**config.mk**
```make
export PLATFORM = sky130hd
export DESIGN_NAME = spwt_top
export DESIGN_NICKNAME = d
export VERILOG_FILES = /design/src/spwt_pkg.sv /design/src/spwt_tick_gen.sv /design/src/spwt_top.sv
export VERILOG_INCLUDE_DIRS = /design/src /design/src/src
export SDC_FILE = /design/constraint.sdc
export NUM_CORES = 1
export LEC_CHECK = 0
export ABC_AREA = 1
export ABC_CLOCK_PERIOD_IN_PS = 4350
export BUFFER_PORTS_ARGS = -buffer_cell sky130_fd_sc_hd__buf_2
export CAP_MARGIN = 20
export CORE_MARGIN = 1
export CORE_UTILIZATION = 25
export CTS_CLUSTER_DIAMETER = 120
export DETAILED_ROUTE_END_ITERATION = 8
export PLACE_DENSITY_LB_ADDON = 0.1
export SLEW_MARGIN = 20
export SYNTH_ARGS = -nofsm -noshare
export SYNTH_HDL_FRONTEND = slang
export SYNTH_SLANG_ARGS = --single-unit
```
**constraint.sdc**
```tcl
create_clock -name sys_clk -period 4.35 [get_ports sys_clk]
set_input_delay 0.435 -clock sys_clk [delete_from_list [all_inputs] [get_ports sys_clk]]
set_output_delay 0.435 -clock sys_clk [all_outputs]
set_load 0.005 [all_outputs]
```
**src/spwt_map.svh**
```systemverilog
// register offsets, field positions and reset values of the stop and periodic timer block
`ifndef SPWT_MAP_SVH
`define SPWT_MAP_SVH

`define SPWT_OFF_CTRL 8'h00
`define SPWT_OFF_PERIOD 8'h04
`define SPWT_OFF_STOP 8'h08
`define SPWT_OFF_STAT 8'h0c
`define SPWT_OFF_EVT 8'h10
`define SPWT_OFF_MASK 8'h14

`define SPWT_CTRL_CLKSEL 7
`define SPWT_CTRL_WAVESEL 4
`define SPWT_CTRL_PINEN 3
`define SPWT_CTRL_FE 2
`define SPWT_CTRL_IE 1
`define SPWT_CTRL_FLAG 0

`define SPWT_STOP_PSEUDO_STOP_SELECT 0
`define SPWT_STOP_CRYSTAL_OSCILLATOR_ENABLE 1
`define SPWT_STOP_LOOPSEL 2
`define SPWT_STOP_WDSEL 3
`define SPWT_STOP_TICKSEL 4

`define SPWT_EVT_TIMEOUT 0
`define SPWT_EVT_STOPIN 1
`define SPWT_EVT_WAKE 2

`define SPWT_RST_CTRL 8'h00
`define SPWT_RST_PERIOD 16'h0000
`define SPWT_RST_STOP 5'h00
`define SPWT_RST_EVT 3'h0
`define SPWT_RST_MASK 3'h0

`endif

```
**src/spwt_pkg.sv**
```systemverilog
// types shared by the stop and periodic timer block
package spwt_pkg;
  typedef enum logic [2:0] {
    SPWT_RUN = 3'b001,
    SPWT_FULL = 3'b010,
    SPWT_PSEUDO = 3'b100
  } spwt_mode_t;
  typedef logic [7:0] spwt_addr_t;
endpackage

```
**src/spwt_tick_gen.sv**
```systemverilog
// half-step source for the periodic timer: synchronised autonomous clock or bus clock
`timescale 1ns/1ps
module spwt_tick_gen (
  input wire logic sys_clk,
  input wire logic rst_n,
  input wire logic autoClk,
  input wire logic useBusClk,
  input wire logic busClkRun,
  output logic halfStep
);
  import spwt_pkg::*;

  logic sync1_ff;
  logic sync2_ff;
  logic prev_ff;
  logic nxt_sync1;
  logic nxt_sync2;
  logic nxt_prev;

  always_comb begin
    nxt_sync1 = autoClk;
    nxt_sync2 = sync1_ff;
    nxt_prev = sync2_ff;
    // each edge of the slow clock is half a period step
    halfStep = useBusClk ? busClkRun : (sync2_ff ^ prev_ff);
  end

  always_ff @(posedge sys_clk or negedge rst_n) begin
    if (!rst_n) begin
      sync1_ff <= 1'b0;
      sync2_ff <= 1'b0;
      prev_ff <= 1'b0;
    end else begin
      sync1_ff <= nxt_sync1;
      sync2_ff <= nxt_sync2;
      prev_ff <= nxt_prev;
    end
  end
endmodule

```
**src/spwt_top.sv**
```systemverilog
// stop mode control and autonomous periodic wake-up timer with apb registers
//
// Register access over APB and the register addresses were left to the implementer.
`timescale 1ns/1ps
`include "spwt_map.svh"

module spwt_top #(
  parameter int PERIOD_W = 16
) (
  input wire logic sys_clk,
  input wire logic rst_n,
  input wire logic psel,
  input wire logic penable,
  input wire logic pwrite,
  input wire spwt_pkg::spwt_addr_t paddr,
  input wire logic [31:0] pwdata,
  input wire logic [3:0] pstrb,
  output logic [31:0] prdata,
  output logic pready,
  output logic pslverr,
  input wire logic autoClk,
  input wire logic stopInstr,
  input wire logic wakeupReq,
  input wire logic watchdogActive,
  input wire logic tickActive,
  output logic periodic_waveform_pin,
  output logic irq,
  output spwt_pkg::spwt_mode_t stopMode,
  output logic coreClkEn,
  output logic busClkEn,
  output logic debugClkEn,
  output logic loopEn,
  output logic ref1mEn,
  output logic xoscEn,
  output logic watchdogClkEn,
  output logic tickClkEn,
  output logic loop_clock_select,
  output logic watchdog_clock_select,
  output logic tick_clock_select
);
  import spwt_pkg::*;

  // apb decode
  logic wrAcc;
  logic rdSetup;
  logic hitCtrl;
  logic hitPeriod;
  logic hitStop;
  logic hitStat;
  logic hitEvt;
  logic hitMask;
  logic mapped;
  logic [31:0] prdata_ff;
  logic [31:0] nxt_prdata;

  always_comb begin
    hitCtrl = (paddr == `SPWT_OFF_CTRL);
    hitPeriod = (paddr == `SPWT_OFF_PERIOD);
    hitStop = (paddr == `SPWT_OFF_STOP);
    hitStat = (paddr == `SPWT_OFF_STAT);
    hitEvt = (paddr == `SPWT_OFF_EVT);
    hitMask = (paddr == `SPWT_OFF_MASK);
    mapped = hitCtrl | hitPeriod | hitStop | hitStat | hitEvt | hitMask;
    // zero wait states: read data is captured in the setup cycle
    pready = 1'b1;
    pslverr = psel & penable & ~mapped;
    wrAcc = psel & penable & pwrite & mapped;
    rdSetup = psel & ~penable & ~pwrite;
  end

  // control and period register fields
  logic clkSel_ff;
  logic waveSel_ff;
  logic pinEn_ff;
  logic fe_ff;
  logic ie_ff;
  logic flag_ff;
  logic [PERIOD_W-1:0] period_ff;
  logic nxt_clkSel;
  logic nxt_waveSel;
  logic nxt_pinEn;
  logic nxt_fe;
  logic nxt_ie;
  logic nxt_flag;
  logic [PERIOD_W-1:0] nxt_period;
  logic wrCtrl;
  logic periodEnd;

  always_comb begin
    wrCtrl = wrAcc & hitCtrl & pstrb[0];
    nxt_clkSel = clkSel_ff;
    nxt_waveSel = waveSel_ff;
    nxt_pinEn = pinEn_ff;
    nxt_fe = fe_ff;
    nxt_ie = ie_ff;
    nxt_period = period_ff;
    if (wrCtrl) begin
      // a bus-clock timer would jump rate mid-period, hence the lock
      if (!fe_ff && !pwdata[`SPWT_CTRL_FE]) begin
        nxt_clkSel = pwdata[`SPWT_CTRL_CLKSEL];
      end
      nxt_waveSel = pwdata[`SPWT_CTRL_WAVESEL];
      nxt_pinEn = pwdata[`SPWT_CTRL_PINEN];
      nxt_fe = pwdata[`SPWT_CTRL_FE];
      nxt_ie = pwdata[`SPWT_CTRL_IE];
    end
    if (wrAcc && hitPeriod && pstrb[0]) begin
      nxt_period[7:0] = pwdata[7:0];
    end
    if (wrAcc && hitPeriod && pstrb[1]) begin
      nxt_period[PERIOD_W-1:8] = pwdata[PERIOD_W-1:8];
    end
    // set wins over a simultaneous write-one clear
    nxt_flag = (flag_ff & ~(wrCtrl & pwdata[`SPWT_CTRL_FLAG])) | periodEnd;
  end

  always_ff @(posedge sys_clk or negedge rst_n) begin
    if (!rst_n) begin
      clkSel_ff <= 1'b0;
      waveSel_ff <= 1'b0;
      pinEn_ff <= 1'b0;
      fe_ff <= 1'b0;
      ie_ff <= 1'b0;
      flag_ff <= 1'b0;
      period_ff <= `SPWT_RST_PERIOD;
    end else begin
      clkSel_ff <= nxt_clkSel;
      waveSel_ff <= nxt_waveSel;
      pinEn_ff <= nxt_pinEn;
      fe_ff <= nxt_fe;
      ie_ff <= nxt_ie;
      flag_ff <= nxt_flag;
      period_ff <= nxt_period;
    end
  end

  // stop mode state
  spwt_mode_t mode_ff;
  spwt_mode_t nxt_mode;
  logic pseudo_stop_select_ff;
  logic crystal_oscillator_enable_ff;
  logic loopSel_ff;
  logic wdSel_ff;
  logic tickSel_ff;
  logic nxt_pseudo_stop_select;
  logic nxt_crystal_oscillator_enable;
  logic nxt_loopSel;
  logic nxt_wdSel;
  logic nxt_tickSel;
  logic stopIn;
  logic wakeUp;
  logic wake;

  always_comb begin
    nxt_mode = mode_ff;
    nxt_pseudo_stop_select = pseudo_stop_select_ff;
    nxt_crystal_oscillator_enable = crystal_oscillator_enable_ff;
    nxt_loopSel = loopSel_ff;
    nxt_wdSel = wdSel_ff;
    nxt_tickSel = tickSel_ff;
    stopIn = 1'b0;
    wakeUp = 1'b0;
    wake = wakeupReq | irq;
    if (wrAcc && hitStop && pstrb[0]) begin
      nxt_pseudo_stop_select = pwdata[`SPWT_STOP_PSEUDO_STOP_SELECT];
      nxt_crystal_oscillator_enable = pwdata[`SPWT_STOP_CRYSTAL_OSCILLATOR_ENABLE];
      nxt_loopSel = pwdata[`SPWT_STOP_LOOPSEL];
      nxt_wdSel = pwdata[`SPWT_STOP_WDSEL];
      nxt_tickSel = pwdata[`SPWT_STOP_TICKSEL];
    end
    case (mode_ff)
      SPWT_RUN: begin
        if (stopInstr) begin
          stopIn = 1'b1;
          // pseudo stop needs both bits, anything else is full stop
          nxt_mode = (pseudo_stop_select_ff && crystal_oscillator_enable_ff) ? SPWT_PSEUDO : SPWT_FULL;
        end
      end
      SPWT_FULL: begin
        if (wake) begin
          wakeUp = 1'b1;
          nxt_mode = SPWT_RUN;
          nxt_loopSel = 1'b1;
          nxt_wdSel = 1'b0;
          nxt_tickSel = 1'b0;
        end
      end
      SPWT_PSEUDO: begin
        if (wake) begin
          wakeUp = 1'b1;
          nxt_mode = SPWT_RUN;
        end
      end
      default: begin
        nxt_mode = SPWT_RUN;
      end
    endcase
  end

  always_ff @(posedge sys_clk or negedge rst_n) begin
    if (!rst_n) begin
      mode_ff <= SPWT_RUN;
      pseudo_stop_select_ff <= 1'b0;
      crystal_oscillator_enable_ff <= 1'b0;
      loopSel_ff <= 1'b0;
      wdSel_ff <= 1'b0;
      tickSel_ff <= 1'b0;
    end else begin
      mode_ff <= nxt_mode;
      pseudo_stop_select_ff <= nxt_pseudo_stop_select;
      crystal_oscillator_enable_ff <= nxt_crystal_oscillator_enable;
      loopSel_ff <= nxt_loopSel;
      wdSel_ff <= nxt_wdSel;
      tickSel_ff <= nxt_tickSel;
    end
  end

  // clock gating decoded from the mode register, the crystal enable bit and the activity inputs
  always_comb begin
    stopMode = mode_ff;
    coreClkEn = mode_ff[0];
    busClkEn = mode_ff[0];
    debugClkEn = mode_ff[0];
    loopEn = mode_ff[0];
    ref1mEn = mode_ff[0];
    xoscEn = crystal_oscillator_enable_ff & ~mode_ff[1];
    watchdogClkEn = mode_ff[0] | (mode_ff[2] & watchdogActive);
    tickClkEn = mode_ff[0] | (mode_ff[2] & tickActive);
    loop_clock_select = loopSel_ff;
    watchdog_clock_select = wdSel_ff;
    tick_clock_select = tickSel_ff;
  end

  // periodic timer, counted in half steps of the selected clock
  logic halfStep;
  logic [PERIOD_W:0] halfCnt_ff;
  logic [PERIOD_W:0] nxt_halfCnt;
  logic [PERIOD_W:0] lastHalf;
  logic toggle_ff;
  logic nxt_toggle;
  logic pin_ff;
  logic nxt_pin;

  // bus-clock source stops with the bus clock, autonomous one keeps going
  spwt_tick_gen u_tick (
    .sys_clk(sys_clk),
    .rst_n(rst_n),
    .autoClk(autoClk),
    .useBusClk(clkSel_ff),
    .busClkRun(mode_ff[0]),
    .halfStep(halfStep)
  );

  always_comb begin
    lastHalf = {period_ff, 1'b1};
    nxt_halfCnt = halfCnt_ff;
    nxt_toggle = toggle_ff;
    periodEnd = 1'b0;
    if (!fe_ff) begin
      nxt_halfCnt = '0;
      nxt_toggle = 1'b0;
    end else if (halfStep) begin
      // >= so a shortened period still wraps
      if (halfCnt_ff >= lastHalf) begin
        nxt_halfCnt = '0;
        periodEnd = 1'b1;
        nxt_toggle = ~toggle_ff;
      end else begin
        nxt_halfCnt = halfCnt_ff + 1'b1;
      end
    end
    if (!(pinEn_ff && fe_ff)) begin
      nxt_pin = 1'b0;
    end else if (waveSel_ff) begin
      nxt_pin = toggle_ff;
    end else begin
      nxt_pin = (halfCnt_ff >= lastHalf);
    end
  end

  always_ff @(posedge sys_clk or negedge rst_n) begin
    if (!rst_n) begin
      halfCnt_ff <= '0;
      toggle_ff <= 1'b0;
      pin_ff <= 1'b0;
    end else begin
      halfCnt_ff <= nxt_halfCnt;
      toggle_ff <= nxt_toggle;
      pin_ff <= nxt_pin;
    end
  end

  assign periodic_waveform_pin = pin_ff;

  // event status, mask and interrupt
  logic [2:0] evt_ff;
  logic [2:0] mask_ff;
  logic [2:0] nxt_evt;
  logic [2:0] nxt_mask;
  logic [2:0] evtSet;
  logic [2:0] evtClr;

  always_comb begin
    evtSet = '0;
    evtSet[`SPWT_EVT_TIMEOUT] = periodEnd;
    evtSet[`SPWT_EVT_STOPIN] = stopIn;
    evtSet[`SPWT_EVT_WAKE] = wakeUp;
    evtClr = (wrAcc && hitEvt && pstrb[0]) ? pwdata[2:0] : 3'h0;
    nxt_evt = (evt_ff & ~evtClr) | evtSet;
    nxt_mask = (wrAcc && hitMask && pstrb[0]) ? pwdata[2:0] : mask_ff;
    irq = (flag_ff & ie_ff) | (|(evt_ff & mask_ff));
  end

  always_ff @(posedge sys_clk or negedge rst_n) begin
    if (!rst_n) begin
      evt_ff <= `SPWT_RST_EVT;
      mask_ff <= `SPWT_RST_MASK;
    end else begin
      evt_ff <= nxt_evt;
      mask_ff <= nxt_mask;
    end
  end

  // read data
  always_comb begin
    nxt_prdata = prdata_ff;
    if (rdSetup) begin
      nxt_prdata = 32'h0000_0000;
      if (hitCtrl) begin
        nxt_prdata[`SPWT_CTRL_CLKSEL] = clkSel_ff;
        nxt_prdata[`SPWT_CTRL_WAVESEL] = waveSel_ff;
        nxt_prdata[`SPWT_CTRL_PINEN] = pinEn_ff;
        nxt_prdata[`SPWT_CTRL_FE] = fe_ff;
        nxt_prdata[`SPWT_CTRL_IE] = ie_ff;
        nxt_prdata[`SPWT_CTRL_FLAG] = flag_ff;
      end else if (hitPeriod) begin
        nxt_prdata[PERIOD_W-1:0] = period_ff;
      end else if (hitStop) begin
        nxt_prdata[`SPWT_STOP_PSEUDO_STOP_SELECT] = pseudo_stop_select_ff;
        nxt_prdata[`SPWT_STOP_CRYSTAL_OSCILLATOR_ENABLE] = crystal_oscillator_enable_ff;
        nxt_prdata[`SPWT_STOP_LOOPSEL] = loopSel_ff;
        nxt_prdata[`SPWT_STOP_WDSEL] = wdSel_ff;
        nxt_prdata[`SPWT_STOP_TICKSEL] = tickSel_ff;
      end else if (hitStat) begin
        nxt_prdata[2:0] = mode_ff;
        nxt_prdata[3] = pin_ff;
        nxt_prdata[4] = toggle_ff;
      end else if (hitEvt) begin
        nxt_prdata[2:0] = evt_ff;
      end else if (hitMask) begin
        nxt_prdata[2:0] = mask_ff;
      end
    end
  end

  always_ff @(posedge sys_clk or negedge rst_n) begin
    if (!rst_n) begin
      prdata_ff <= 32'h0000_0000;
    end else begin
      prdata_ff <= nxt_prdata;
    end
  end

  assign prdata = prdata_ff;
endmodule

```
# After elaboration in Yosys (flattened, before gate mapping)
# Cells that the tools add are included.
[totals]
out_inout_bits = 50
inputBits = 54
ff_bits = 74
elab_cells = 133
[op_classes]
bitwise = 35
order_cmp = 1
n_reduce_logical = 20
addsub = 1
eq_ne = 12
n_mux = 41
[op_table]
columns = ["op", "n"]
rows = [
  ["17-bit 2-to-1 mux", 3],
  ["1-bit 2-to-1 mux", 23],
  ["3-bit 2-to-1 mux", 7],
  ["17-bit by 1-bit adder with 17-bit output (second input constant)", 1],
  ["17-bit >= comparator", 1],
  ["8-bit by 4-bit == test with 1-bit output (second input constant)", 2],
  ["8-bit by 5-bit == test with 1-bit output (second input constant)", 2],
  ["5-bit 2-to-1 mux", 3],
  ["1-bit AND", 14],
  ["1-bit logical AND", 12],
  ["11-bit 2-to-1 mux", 1],
  ["1-bit bitwise OR", 10],
  ["8-bit by 3-bit == test with 1-bit output (second input constant)", 1],
  ["8-bit logical NOT", 1],
  ["8-bit 2-to-1 mux", 1],
  ["3-bit AND", 2],
  ["2-bit by 1-bit inequality test with 1-bit output (second input constant)", 3],
  ["1-bit NOT", 6],
  ["3-bit one-hot mux with 2 select lines", 1],
  ["2-bit AND reduction", 3],
  ["2-bit 2-to-1 mux", 2],
  ["3-bit by 1-bit == test with 1-bit output (second input constant)", 1],
  ["3-bit by 2-bit == test with 1-bit output (second input constant)", 1],
  ["3-bit == test (second input constant)", 1],
  ["7 further kinds", 8],
]

# Longest topological paths before layout
# Gate-level depths: netlist (run 1).
[depth]
ltp_word = 13
ltp_mapped = 14
mapped_depth_nobuf = 13

# Cells and area by module
# Synthesis (run 1) repeated with hierarchy kept, for this count alone.
[hier_totals]
hier_cells = 600
area_unflattened_um2 = 4456.8
[modules_own_cells]
columns = ["module", "n_inst", "cells_per_inst", "seq_area_each_um2", "area_per_inst_um2"]
rows = [
  ["spwt_top", 1, 589, 1778.0, 4350.4],
  ["spwt_tick_gen", 1, 11, 75.1, 106.4],
]

# Worst setup path before layout (run 1)
# No wires, ideal clock.
[synth_timing]
path_kind = "reg2reg"
from = "register halfCnt_ff[15]"
to = "register halfCnt_ff[10]"
n_path_buf = 1
stages_incl_launch_ff = 12
setup_time_ns = 0.120
synth_period_minus_slack_ns = 1.640
slack_ns = 2.710
arrival_time_ns = 1.520
cell_sequence = "dfrtp_1 ha_1 nand2_1 nor2_1 nand2_1 nor2_1 nand2_1 nand4_1 nand2_1 inv_1 buf_2 nor2_1"
[synth_via]
elab_chain_len = 4
[synth_rtl]
columns = ["item", "line_no", "text"]
rows = [
  ["start, declared", "spwt_top.sv:236", "logic [PERIOD_W:0] halfCnt_ff;"],
  ["start signal, assigned", "spwt_top.sv:287", "halfCnt_ff <= nxt_halfCnt;"],
  ["17-bit >= comparator", "spwt_top.sv:264", "if (halfCnt_ff >= lastHalf) begin"],
  ["17-bit 2-to-1 mux", "spwt_top.sv:264", ""],
  ["17-bit 2-to-1 mux", "spwt_top.sv:262", "end else if (halfStep) begin"],
  ["17-bit 2-to-1 mux", "spwt_top.sv:259", "if (!fe_ff) begin"],
]
# Every way passes these cells. The select of a mux whose other input is x is not followed.
# A chain may end at the register's enable or synchronous reset.

# Worst setup path in the final report (run 1)
[layout_timing]
from = "register halfCnt_ff[15]"
to = "register halfCnt_ff[14]"
# Same word-level chain as after synthesis.

==> results of run 1 <==
## cell type report
cell class / count / area, µm² / area share (%)
inverters: 84 / 315 / 6.12
clock buffers: 10 / 239 / 4.64
clock inverters: 6 / 66.3 / 1.29
repair buffers: 68 / 347 / 6.73
well taps: 225 / 282 / 5.46
multi-input cells: 390 / 2050 / 39.8
flip-flops and latches: 74 / 1850 / 36.0
## worst min path at each step
| stage | startpoint | to | slack (ps) | depth (start not counted) |
|---|---|---|---|---|
| 3_5_place_dp | u_tick.nxt_sync2 | u_tick.nxt_prev | 340 | 0 |
| 5_1_grt | autoClk | u_tick.nxt_sync2 | 170 | 1 |
| 4_1_cts | autoClk | u_tick.nxt_sync2 | 180 | 1 |
| 2_1_floorplan | rst_n | clkSel_ff | 140 | 0 |
| 6_report | rst_n | halfCnt_ff[5] | 120 | 1 |
| 3_3_place_gp | u_tick.nxt_sync2 | u_tick.nxt_prev | 340 | 0 |
## per-layer routing
layer,up-vias,GRT usage [%],wire length [µm]
li1,1876,-,-
met1,1684,18.8,5690
met2,69,21.8,5250
met3,9,4.20,532
met4,0,3.56,118
met5,-,0,0
## layout by cell type (no fill, tap or decap), types with 2 or more instances in the layout
master,synthesis,routed
sky130_fd_sc_hd__nor3_1,8,8
sky130_fd_sc_hd__nor2_1,45,45
sky130_fd_sc_hd__inv_1,82,82
sky130_fd_sc_hd__nor2_4,4,4
sky130_fd_sc_hd__o21ai_2,12,12
sky130_fd_sc_hd__o21ai_0,27,27
sky130_fd_sc_hd__o21bai_1,2,2
sky130_fd_sc_hd__dfrtp_1,73,73
sky130_fd_sc_hd__nand3_2,2,2
sky130_fd_sc_hd__nand3_1,26,26
sky130_fd_sc_hd__a21oi_1,14,14
sky130_fd_sc_hd__xor2_1,6,6
sky130_fd_sc_hd__nand4_2,3,3
sky130_fd_sc_hd__buf_2,4,67
sky130_fd_sc_hd__inv_2,2,2
sky130_fd_sc_hd__o22ai_1,5,5
sky130_fd_sc_hd__nand2_1,161,161
sky130_fd_sc_hd__clkbuf_16,0,9
sky130_fd_sc_hd__nand2_2,4,4
sky130_fd_sc_hd__nor2_2,5,5
sky130_fd_sc_hd__conb_1,2,17
sky130_fd_sc_hd__o31ai_1,10,10
sky130_fd_sc_hd__or2_2,2,2
sky130_fd_sc_hd__clkinvlp_4,0,3
sky130_fd_sc_hd__ha_1,17,17
sky130_fd_sc_hd__nand4_1,8,8
## cell families after synthesis
logic type,after synthesis
adder cells (fa/ha/maj),17
flip-flops,74
other,2
buffers and inverters,115
AND/OR/NAND/NOR,276
AO/OA/AOI/OAI,74
XOR/XNOR,6
## registers in the layout, indices dropped and copies added (netlist names), 3 cells and up
register    cells
prdata         16
evt_ff          3
halfCnt_ff     17
mask_ff         3
stopMode        3
period_ff      16
## critical path, cell delays in order, from the launching register on
cell	delay [ps]
sky130_fd_sc_hd__dfrtp_1	440
sky130_fd_sc_hd__ha_1	300
sky130_fd_sc_hd__nand2_1	70
sky130_fd_sc_hd__nor2_1	170
sky130_fd_sc_hd__nand2_1	110
sky130_fd_sc_hd__nor2_1	110
sky130_fd_sc_hd__nand2_1	80
sky130_fd_sc_hd__nand4_1	100
sky130_fd_sc_hd__nand2_1	90
sky130_fd_sc_hd__inv_1	350
sky130_fd_sc_hd__nor2_1	80
## per-stage QoR
step	util [%]	total power [W]	instance area (µm²)	hold slack, ps
floorplan	-	0.000883	4440	139
global placement	28.2	0.000956	4840	339
detailed placement	28.2	0.000957	4840	340
CTS	30.0	0.00175	5150	180
global route	30.0	0.00181	5150	174
finish	30.0	0.00171	5150	125
## power by group through the flow
stage / Combinational, W / Sequential, W / Clock [W]
floorplan: 0.000126 / 0.000758 / 0
global placement: 0.000191 / 0.000766 / 0
detailed placement: 0.000192 / 0.000765 / 0
CTS: 0.000194 / 0.000753 / 0.000800
global route: 0.000218 / 0.000757 / 0.000831
finish: 0.000189 / 0.000752 / 0.000771
## cell usage after synthesis (5+ instances only)
cell type / instances
sky130_fd_sc_hd__nand2_1: 161
sky130_fd_sc_hd__inv_1: 82
sky130_fd_sc_hd__dfrtp_1: 73
sky130_fd_sc_hd__nor2_1: 45
sky130_fd_sc_hd__o21ai_0: 27
sky130_fd_sc_hd__nand3_1: 26
sky130_fd_sc_hd__buf_4: 22
sky130_fd_sc_hd__ha_1: 17
sky130_fd_sc_hd__a21oi_1: 14
sky130_fd_sc_hd__o21ai_2: 12
sky130_fd_sc_hd__o31ai_1: 10
sky130_fd_sc_hd__nand4_1: 8
sky130_fd_sc_hd__nor3_1: 8
sky130_fd_sc_hd__xor2_1: 6
sky130_fd_sc_hd__nor2_2: 5
sky130_fd_sc_hd__o22ai_1: 5
==> reports/results.ini, run 1 <==
[synthesis]
synth.yosys.warnings = 0
syn_inst = 564
synthesized_area_fraction_occupied_by_xor_and_xnor_cells_pct = 1.20
synth.top_cells.by_area = sky130_fd_sc_hd__dfrtp_1 (42%), sky130_fd_sc_hd__nand2_1 (14%), sky130_fd_sc_hd__inv_1 (7.0%), sky130_fd_sc_hd__ha_1 (4.9%), sky130_fd_sc_hd__nor2_1 (3.9%)
synthesis.area_um2 = 4380
synth.avg_cell_area_um2 = 7.77
synthSimpleGateAreaFrac_pct = 28.8
synth_flop_cell = sky130_fd_sc_hd__dfrtp_1
synth_top_family_by_area = simple AND/OR/NAND/NOR gates
yosysSeqAreaShare_pct = 42.3
synth_compound_area_share_pct = 10.5
netlist-cell-type-count = 40
synth_edf_count = 0
yosys.area.top_type = sky130_fd_sc_hd__dfrtp_1
synthAdderAreaFrac_pct = 4.85
yosys.area.top_type_share_pct = 41.7
proportion_of_register_bits_with_asynchronous_set_or_reset_after_synthesis_pct = 100
flip_flop_and_latch_count_after_synthesis = 74
synthMuxAreaShare_pct = 0

[clock_tree]
cts_root_buffer = sky130_fd_sc_hd__clkbuf_16
cts_hold_repair.buffers = 0
clock_latency_ps = 340
clock_slew_seen_by_the_registers_of_the_worst_setup_and_hold_paths_ps = 60
clock_tree.htree_level_count = 3
tritoncts = built
clockBufferDepth = 2
cts_resized = 0
post_cts.repair.setup_buffers = 0
cts-buffers-inserted = 9
clkSinkCount = 74

[job]
max_cap_viol_count = 0

[grt]
first_global_vias = 3583
antenna_found_initial = 0
largest_net_degree_at_the_start_of_global_routing = 75
grt_overflow = 0
grt_use_total_pct = 14.0
grt_pass1_wl_mm = 19.3

[power_and_ir_drop]
power_frac_comb_pct = 11.0
powerDensity_nw_per_um2 = 332
intPower_w = 0.00125
p_switching_w = 0.000459
power.share.clock_pct = 45.0
static-leakage-power_nw = 2.60
power.sequential.fraction_pct = 43.9
switching_share_pct = 26.8
peakVddDrop_mv = 0.190

[final_layout]
layout-drive-gt1-share_pct = 19.5
design.final.nets = 698
fill_cells = 1864
instances_no_fill = 857
syn_to_final_growth_pct = 17.6
num_antenna_cells = 0

[floorplan]
die-width_um = 134
design.die.area_um2 = 18100
core_region_area_um2 = 17200
die_height_um = 134
top_level_ports = 104
placementRows = 48
initial_core_util_pct = 25.5

[sta]
max_clock_freq_mhz = 494
rsz0062_at_grt = no
final_critical_path_setup_slack_ps = 2330
final.setup_skew_ps = 7.87
maxSlewHeadroom_pct = 43.4
post-route-min-period_ps = 2020
period_share_pct = 46.5
report.final.slew_viol_count = 0
count_of_final_hold_check_violations = 0
fin_tns_setup_ps = 0
measured_slew_at_the_worst_slew_check_pin_ps = 848
total_of_endpoints_with_negative_setup_slack_in_the_final_report = 0

[worst_setup_path]
crit_end = halfCnt_ff[14]
rrSetupSlack_ps = 2330
cp_data_arrival_time_ps = 2240
regToRegEndpoint = halfCnt_ff[14]
highest_net_fanout_along_the_worst_path = 12
endpoint_kind = flop
timing.setup.critical_path_class = reg -> reg
worstSetupStartpoint = halfCnt_ff[15]
required_ps = 4560
timing.critical_path.from_type = flop
r2r_start = halfCnt_ff[15]
worstRegToRegCells = 10

[placement]
io_buf_count = 68
dp.final_hpwl_mm = 8.75
place.detailed.instances = 841
globalplace.congestion = 0.750
dp_slack_ps = 2260

[detailed_routing]
detail_route.drc_violations = 0
initialDrtViolationCount = 123
via_per_inst = 4.25
detailedRoute.firstPassIterationCount = 4
final_antenna_net_count = 0
routed_wire_length_per_instance_um = 13.5
postRouteWirelength_mm = 11.6
vias = 3638

[outcome]
status = completed

[hold_path]
hp-class = in -> async

(Power assumes the default switching activity.)
==> run 2, diff against run 1 <==
--- a/config.mk
+++ b/config.mk
@@ -6,8 +6,8 @@
 export SDC_FILE = /design/constraint.sdc
 export NUM_CORES = 1
 export LEC_CHECK = 0
-export ABC_AREA = 1
-export ABC_CLOCK_PERIOD_IN_PS = 4350
+export ABC_AREA = 0
+export ABC_CLOCK_PERIOD_IN_PS = 1800
 export BUFFER_PORTS_ARGS = -buffer_cell sky130_fd_sc_hd__buf_2
 export CAP_MARGIN = 20
 export CORE_MARGIN = 1
==> constraint.sdc (replaced) <==
create_clock -name sys_clk -period 1.8 [get_ports sys_clk]
set_input_delay 0.18 -clock sys_clk [delete_from_list [all_inputs] [get_ports sys_clk]]
set_output_delay 0.18 -clock sys_clk [all_outputs]
set_load 0.005 [all_outputs]
==> run 2 against run 1 <==
Against the previous run: synthesized area decreased by 7.7%; largest power group unchanged; sequential share of layout area is 2.7 points lower; the run now ends with negative setup slack left; fmax rose by 6.6%; highest routed layer unchanged; worst hold slack worse by 46 ps; clock skew is 1.8 ps higher; first-iteration DRC count down 15%.
==> reports/results.ini, run 2 <==
[outcome]
status = complete, but fails checks
violations = negative setup slack

[sta]
post-route-min-period_ps = 1900  ; -124 ps
maxSlewHeadroom_pct = 66.6  ; +23 points
final.setup_skew_ps = 9.67  ; +1.81 ps
measured_slew_at_the_worst_slew_check_pin_ps = 501  ; -347 ps
total_of_endpoints_with_negative_setup_slack_in_the_final_report = 19  ; +19
fin_tns_setup_ps = -1380  ; -1380 ps
fin_hold_ws_ps = 78.5  ; -46.1 ps
count_of_final_hold_check_violations = 0  ; unchanged
report.final.slew_viol_count = 0  ; unchanged
rsz0062_at_grt = yes
period_share_pct = 106  ; +59 points
final_critical_path_setup_slack_ps = -99.0  ; -2430 ps
max_clock_freq_mhz = 527  ; +6.6%

[placement]
place.detailed.instances = 726  ; -14%
io_buf_count = 68  ; unchanged
placed_cell_area_um2 = 4910  ; +1.4%
dp.final_hpwl_mm = 8.16  ; -6.8%
globalplace.congestion = 0.758  ; +1.1%

[clock_tree]
cts_root_buffer = sky130_fd_sc_hd__clkbuf_16
tritoncts = built
cts-buffers-inserted = 9  ; unchanged
clockBufferDepth = 2  ; unchanged
clock_tree.htree_level_count = 3  ; unchanged
clock_latency_ps = 340  ; about the same
clock_slew_seen_by_the_registers_of_the_worst_setup_and_hold_paths_ps = 60  ; about the same
clkSinkCount = 74  ; unchanged

[floorplan]
initial_core_util_pct = 25.5  ; +0.032 points
design.die.area_um2 = 16700  ; -7.6%
core_region_area_um2 = 15800  ; -7.9%
placementRows = 46  ; -4.2%
die-width_um = 129  ; -3.9%
top_level_ports = 104  ; unchanged
die_height_um = 129  ; -3.9%

[synthesis]
yosysSeqAreaShare_pct = 45.8  ; +3.5 points
synth_flop_cell = sky130_fd_sc_hd__dfrtp_1
flip_flop_and_latch_count_after_synthesis = 74  ; unchanged
synth.avg_cell_area_um2 = 9.84  ; +27%
synth.top_cells.by_area = sky130_fd_sc_hd__dfrtp_1 (45%), sky130_fd_sc_hd__mux2_2 (6.7%), sky130_fd_sc_hd__nand2_1 (5.3%), sky130_fd_sc_hd__ha_1 (5.3%), sky130_fd_sc_hd__buf_4 (4.3%)
yosys.area.top_type = sky130_fd_sc_hd__dfrtp_1
syn_inst = 411  ; -27%
synth_most_common_cell = sky130_fd_sc_hd__dfrtp_1
synthesis.area_um2 = 4040  ; -7.7%
yosys.area.top_type_share_pct = 45.2  ; +3.5 points
synth_edf_count = 0  ; unchanged
proportion_of_register_bits_with_asynchronous_set_or_reset_after_synthesis_pct = 100  ; unchanged
post_synth_most_frequent_cells = sky130_fd_sc_hd__dfrtp_1 (73), sky130_fd_sc_hd__nand2_1 (57), sky130_fd_sc_hd__nor2_1 (29)
synth.yosys.warnings = 0  ; unchanged
netlist-cell-type-count = 57  ; +43%

[worst_setup_path]
timing.setup.critical_path_class = reg -> reg
r2r_start = halfCnt_ff[16]
critical-path-max-stage-delay_ps = 420  ; -20 ps
endpoint_kind = flop
critPathSlowestCell = sky130_fd_sc_hd__dfrtp_1
cp_data_arrival_time_ps = 2160  ; -80 ps
required_ps = 2060  ; -2500 ps
regToRegEndpoint = toggle_ff
timing.critical_path.from_type = flop
highest_net_fanout_along_the_worst_path = 8  ; -4
worstPathCellList = ha_4 -> nand2_2 -> nor2_4 -> o21a_1 -> o2bb2ai_1 -> buf_4 -> or4_1 -> o21ai_1
rrSetupSlack_ps = -100  ; -2430 ps
worstRegToRegCells = 8  ; -2

[final_layout]
layout.cells.most_common = sky130_fd_sc_hd__dfrtp_1
largest_register_ffs = 17  ; unchanged
layout-drive-gt1-share_pct = 40.7  ; +21 points
multi_input_logic_area_um2 = 2190  ; +7.0%
registers.top_by_ff_count = halfCnt_ff
instances_no_fill = 751  ; -12%
num_antenna_cells = 0  ; unchanged
post-route-cell-area_um2 = 5570  ; +8.1%
fin_util_pct = 35.2  ; +5.2 points
layout_common_cells = sky130_fd_sc_hd__dfrtp_1 (73), sky130_fd_sc_hd__buf_2 (67), sky130_fd_sc_hd__buf_4 (56)
area.sequential_um2 = 1850  ; unchanged
design.final.nets = 601  ; -14%
syn_to_final_growth_pct = 37.8
fill_cells = 1626  ; -13%

[detailed_routing]
routed_wire_length_per_instance_um = 14.5  ; +7.0%
via_per_inst = 4.36  ; +2.8%
detail_route.drc_violations = 0  ; unchanged
postRouteWirelength_mm = 10.9  ; -6.2%
final_antenna_net_count = 0  ; unchanged
vias = 3278  ; -9.9%
initialDrtViolationCount = 105  ; -15%
detailedRoute.firstPassIterationCount = 4  ; unchanged

[hold_path]
hp-class = in -> reg
timing.hold.worst_path_depth = 2
hold_end = period_ff[9]
min-delay-start = pwdata[9]

[grt]
grt_overflow = 0  ; unchanged
grt_pass1_wl_mm = 17.4  ; -9.7%
largest_net_degree_at_the_start_of_global_routing = 33  ; -56%
first_global_vias = 3198  ; -11%
antenna_found_initial = 0  ; unchanged
grt_use_total_pct = 13.9  ; -0.10 points

[power_and_ir_drop]
peakVddDrop_mv = 0.420  ; +120%
static-leakage-power_nw = 2.53  ; -2.8%
powerDensity_nw_per_um2 = 729  ; +120%

[job]
max_cap_viol_count = 0  ; unchanged

[run 2: cell types whose count changed after synthesis, moves of 7 or more]
cell                      change
sky130_fd_sc_hd__mux2_2      +24
sky130_fd_sc_hd__nor2_1      -16
sky130_fd_sc_hd__xnor2_1      +8
sky130_fd_sc_hd__o31ai_1      -7
sky130_fd_sc_hd__inv_1       -64
sky130_fd_sc_hd__nand3_1     -18
sky130_fd_sc_hd__o21ai_2     -12
sky130_fd_sc_hd__nand2_1    -104
[run 2: worst max path at each step]
stage	to	from
6_report	toggle_ff	halfCnt_ff[16]
3_3_place_gp	halfCnt_ff[9]	period_ff[13]
5_1_grt	halfCnt_ff[16]	period_ff[1]
3_5_place_dp	halfCnt_ff[16]	period_ff[13]
4_1_cts	periodic_waveform_pin	period_ff[9]
2_1_floorplan	evt_ff[0]	halfCnt_ff[14]
[run 2: critical path, delay by kind of cell, from the launching register on]
kind                     cells  cell delay (ps)
adder cells (fa/ha/maj)      1              290
flip-flops                   1              420
AND/OR/NAND/NOR              3              630
AO/OA/AOI/OAI                3              300
buffers and inverters        1              170
[run 2: report_power, final]
part	switching (W)	total (W)	internal (W)
Sequential	0.0000359	0.00174	0.00170
Clock	0.000704	0.00195	0.00125
Combinational	0.000210	0.000367	0.000156
Total	0.000951	0.00406	0.00311
[run 2: cell type report]
class / count / share of cell area (%)
multi-input combinational: 297 / 39.4
sequential: 74 / 33.3
timing repair buffer: 129 / 15.5
tap: 216 / 4.85
clock buffer: 11 / 4.36
clock inverter: 5 / 1.39
inverter: 19 / 1.28
[run 2: cell families after synthesis]
logic type	count (synthesis)	share of synthesized area, %
AO/OA/AOI/OAI	77	11.5
XOR/XNOR	14	3.03
adder cells (fa/ha/maj)	17	5.26
buffers and inverters	55	7.46
flip-flops	74	45.8
multiplexers	32	9.29
other	2	0.186
AND/OR/NAND/NOR	140	17.5
[run 2: routing by layer]
metal	wire (µm)	part of all wire (%)	vias to the layer above	track usage [%]
met3	420	3.9	8	3.39
met4	142	1.3	0	4.36
met1	5510	51	1566	19.6
met5	0	0	-	0
met2	4810	44	67	20.8
li1	-	-	1637	-
[run 2: through the flow]
stage	total power [W]	setup WS, ps
after floorplan	0.00198	-6.88
after CTS	0.00413	-122
after global routing	0.00424	-191
after global placement	0.00213	-186
final	0.00406	-99.0
after detailed placement	0.00214	-212
[run 2: what timing repair did]
item | 4_1_cts | 5_1_grt
buffers inserted | 2 | 4
cloned | 0 | 1
hold endpoints to repair | 30 | 0
pin swaps | 3 | 21
gates resized for setup | 15 | 44
hold buffers | 2 | 0
endpoints found under the setup margin | 20 | 21
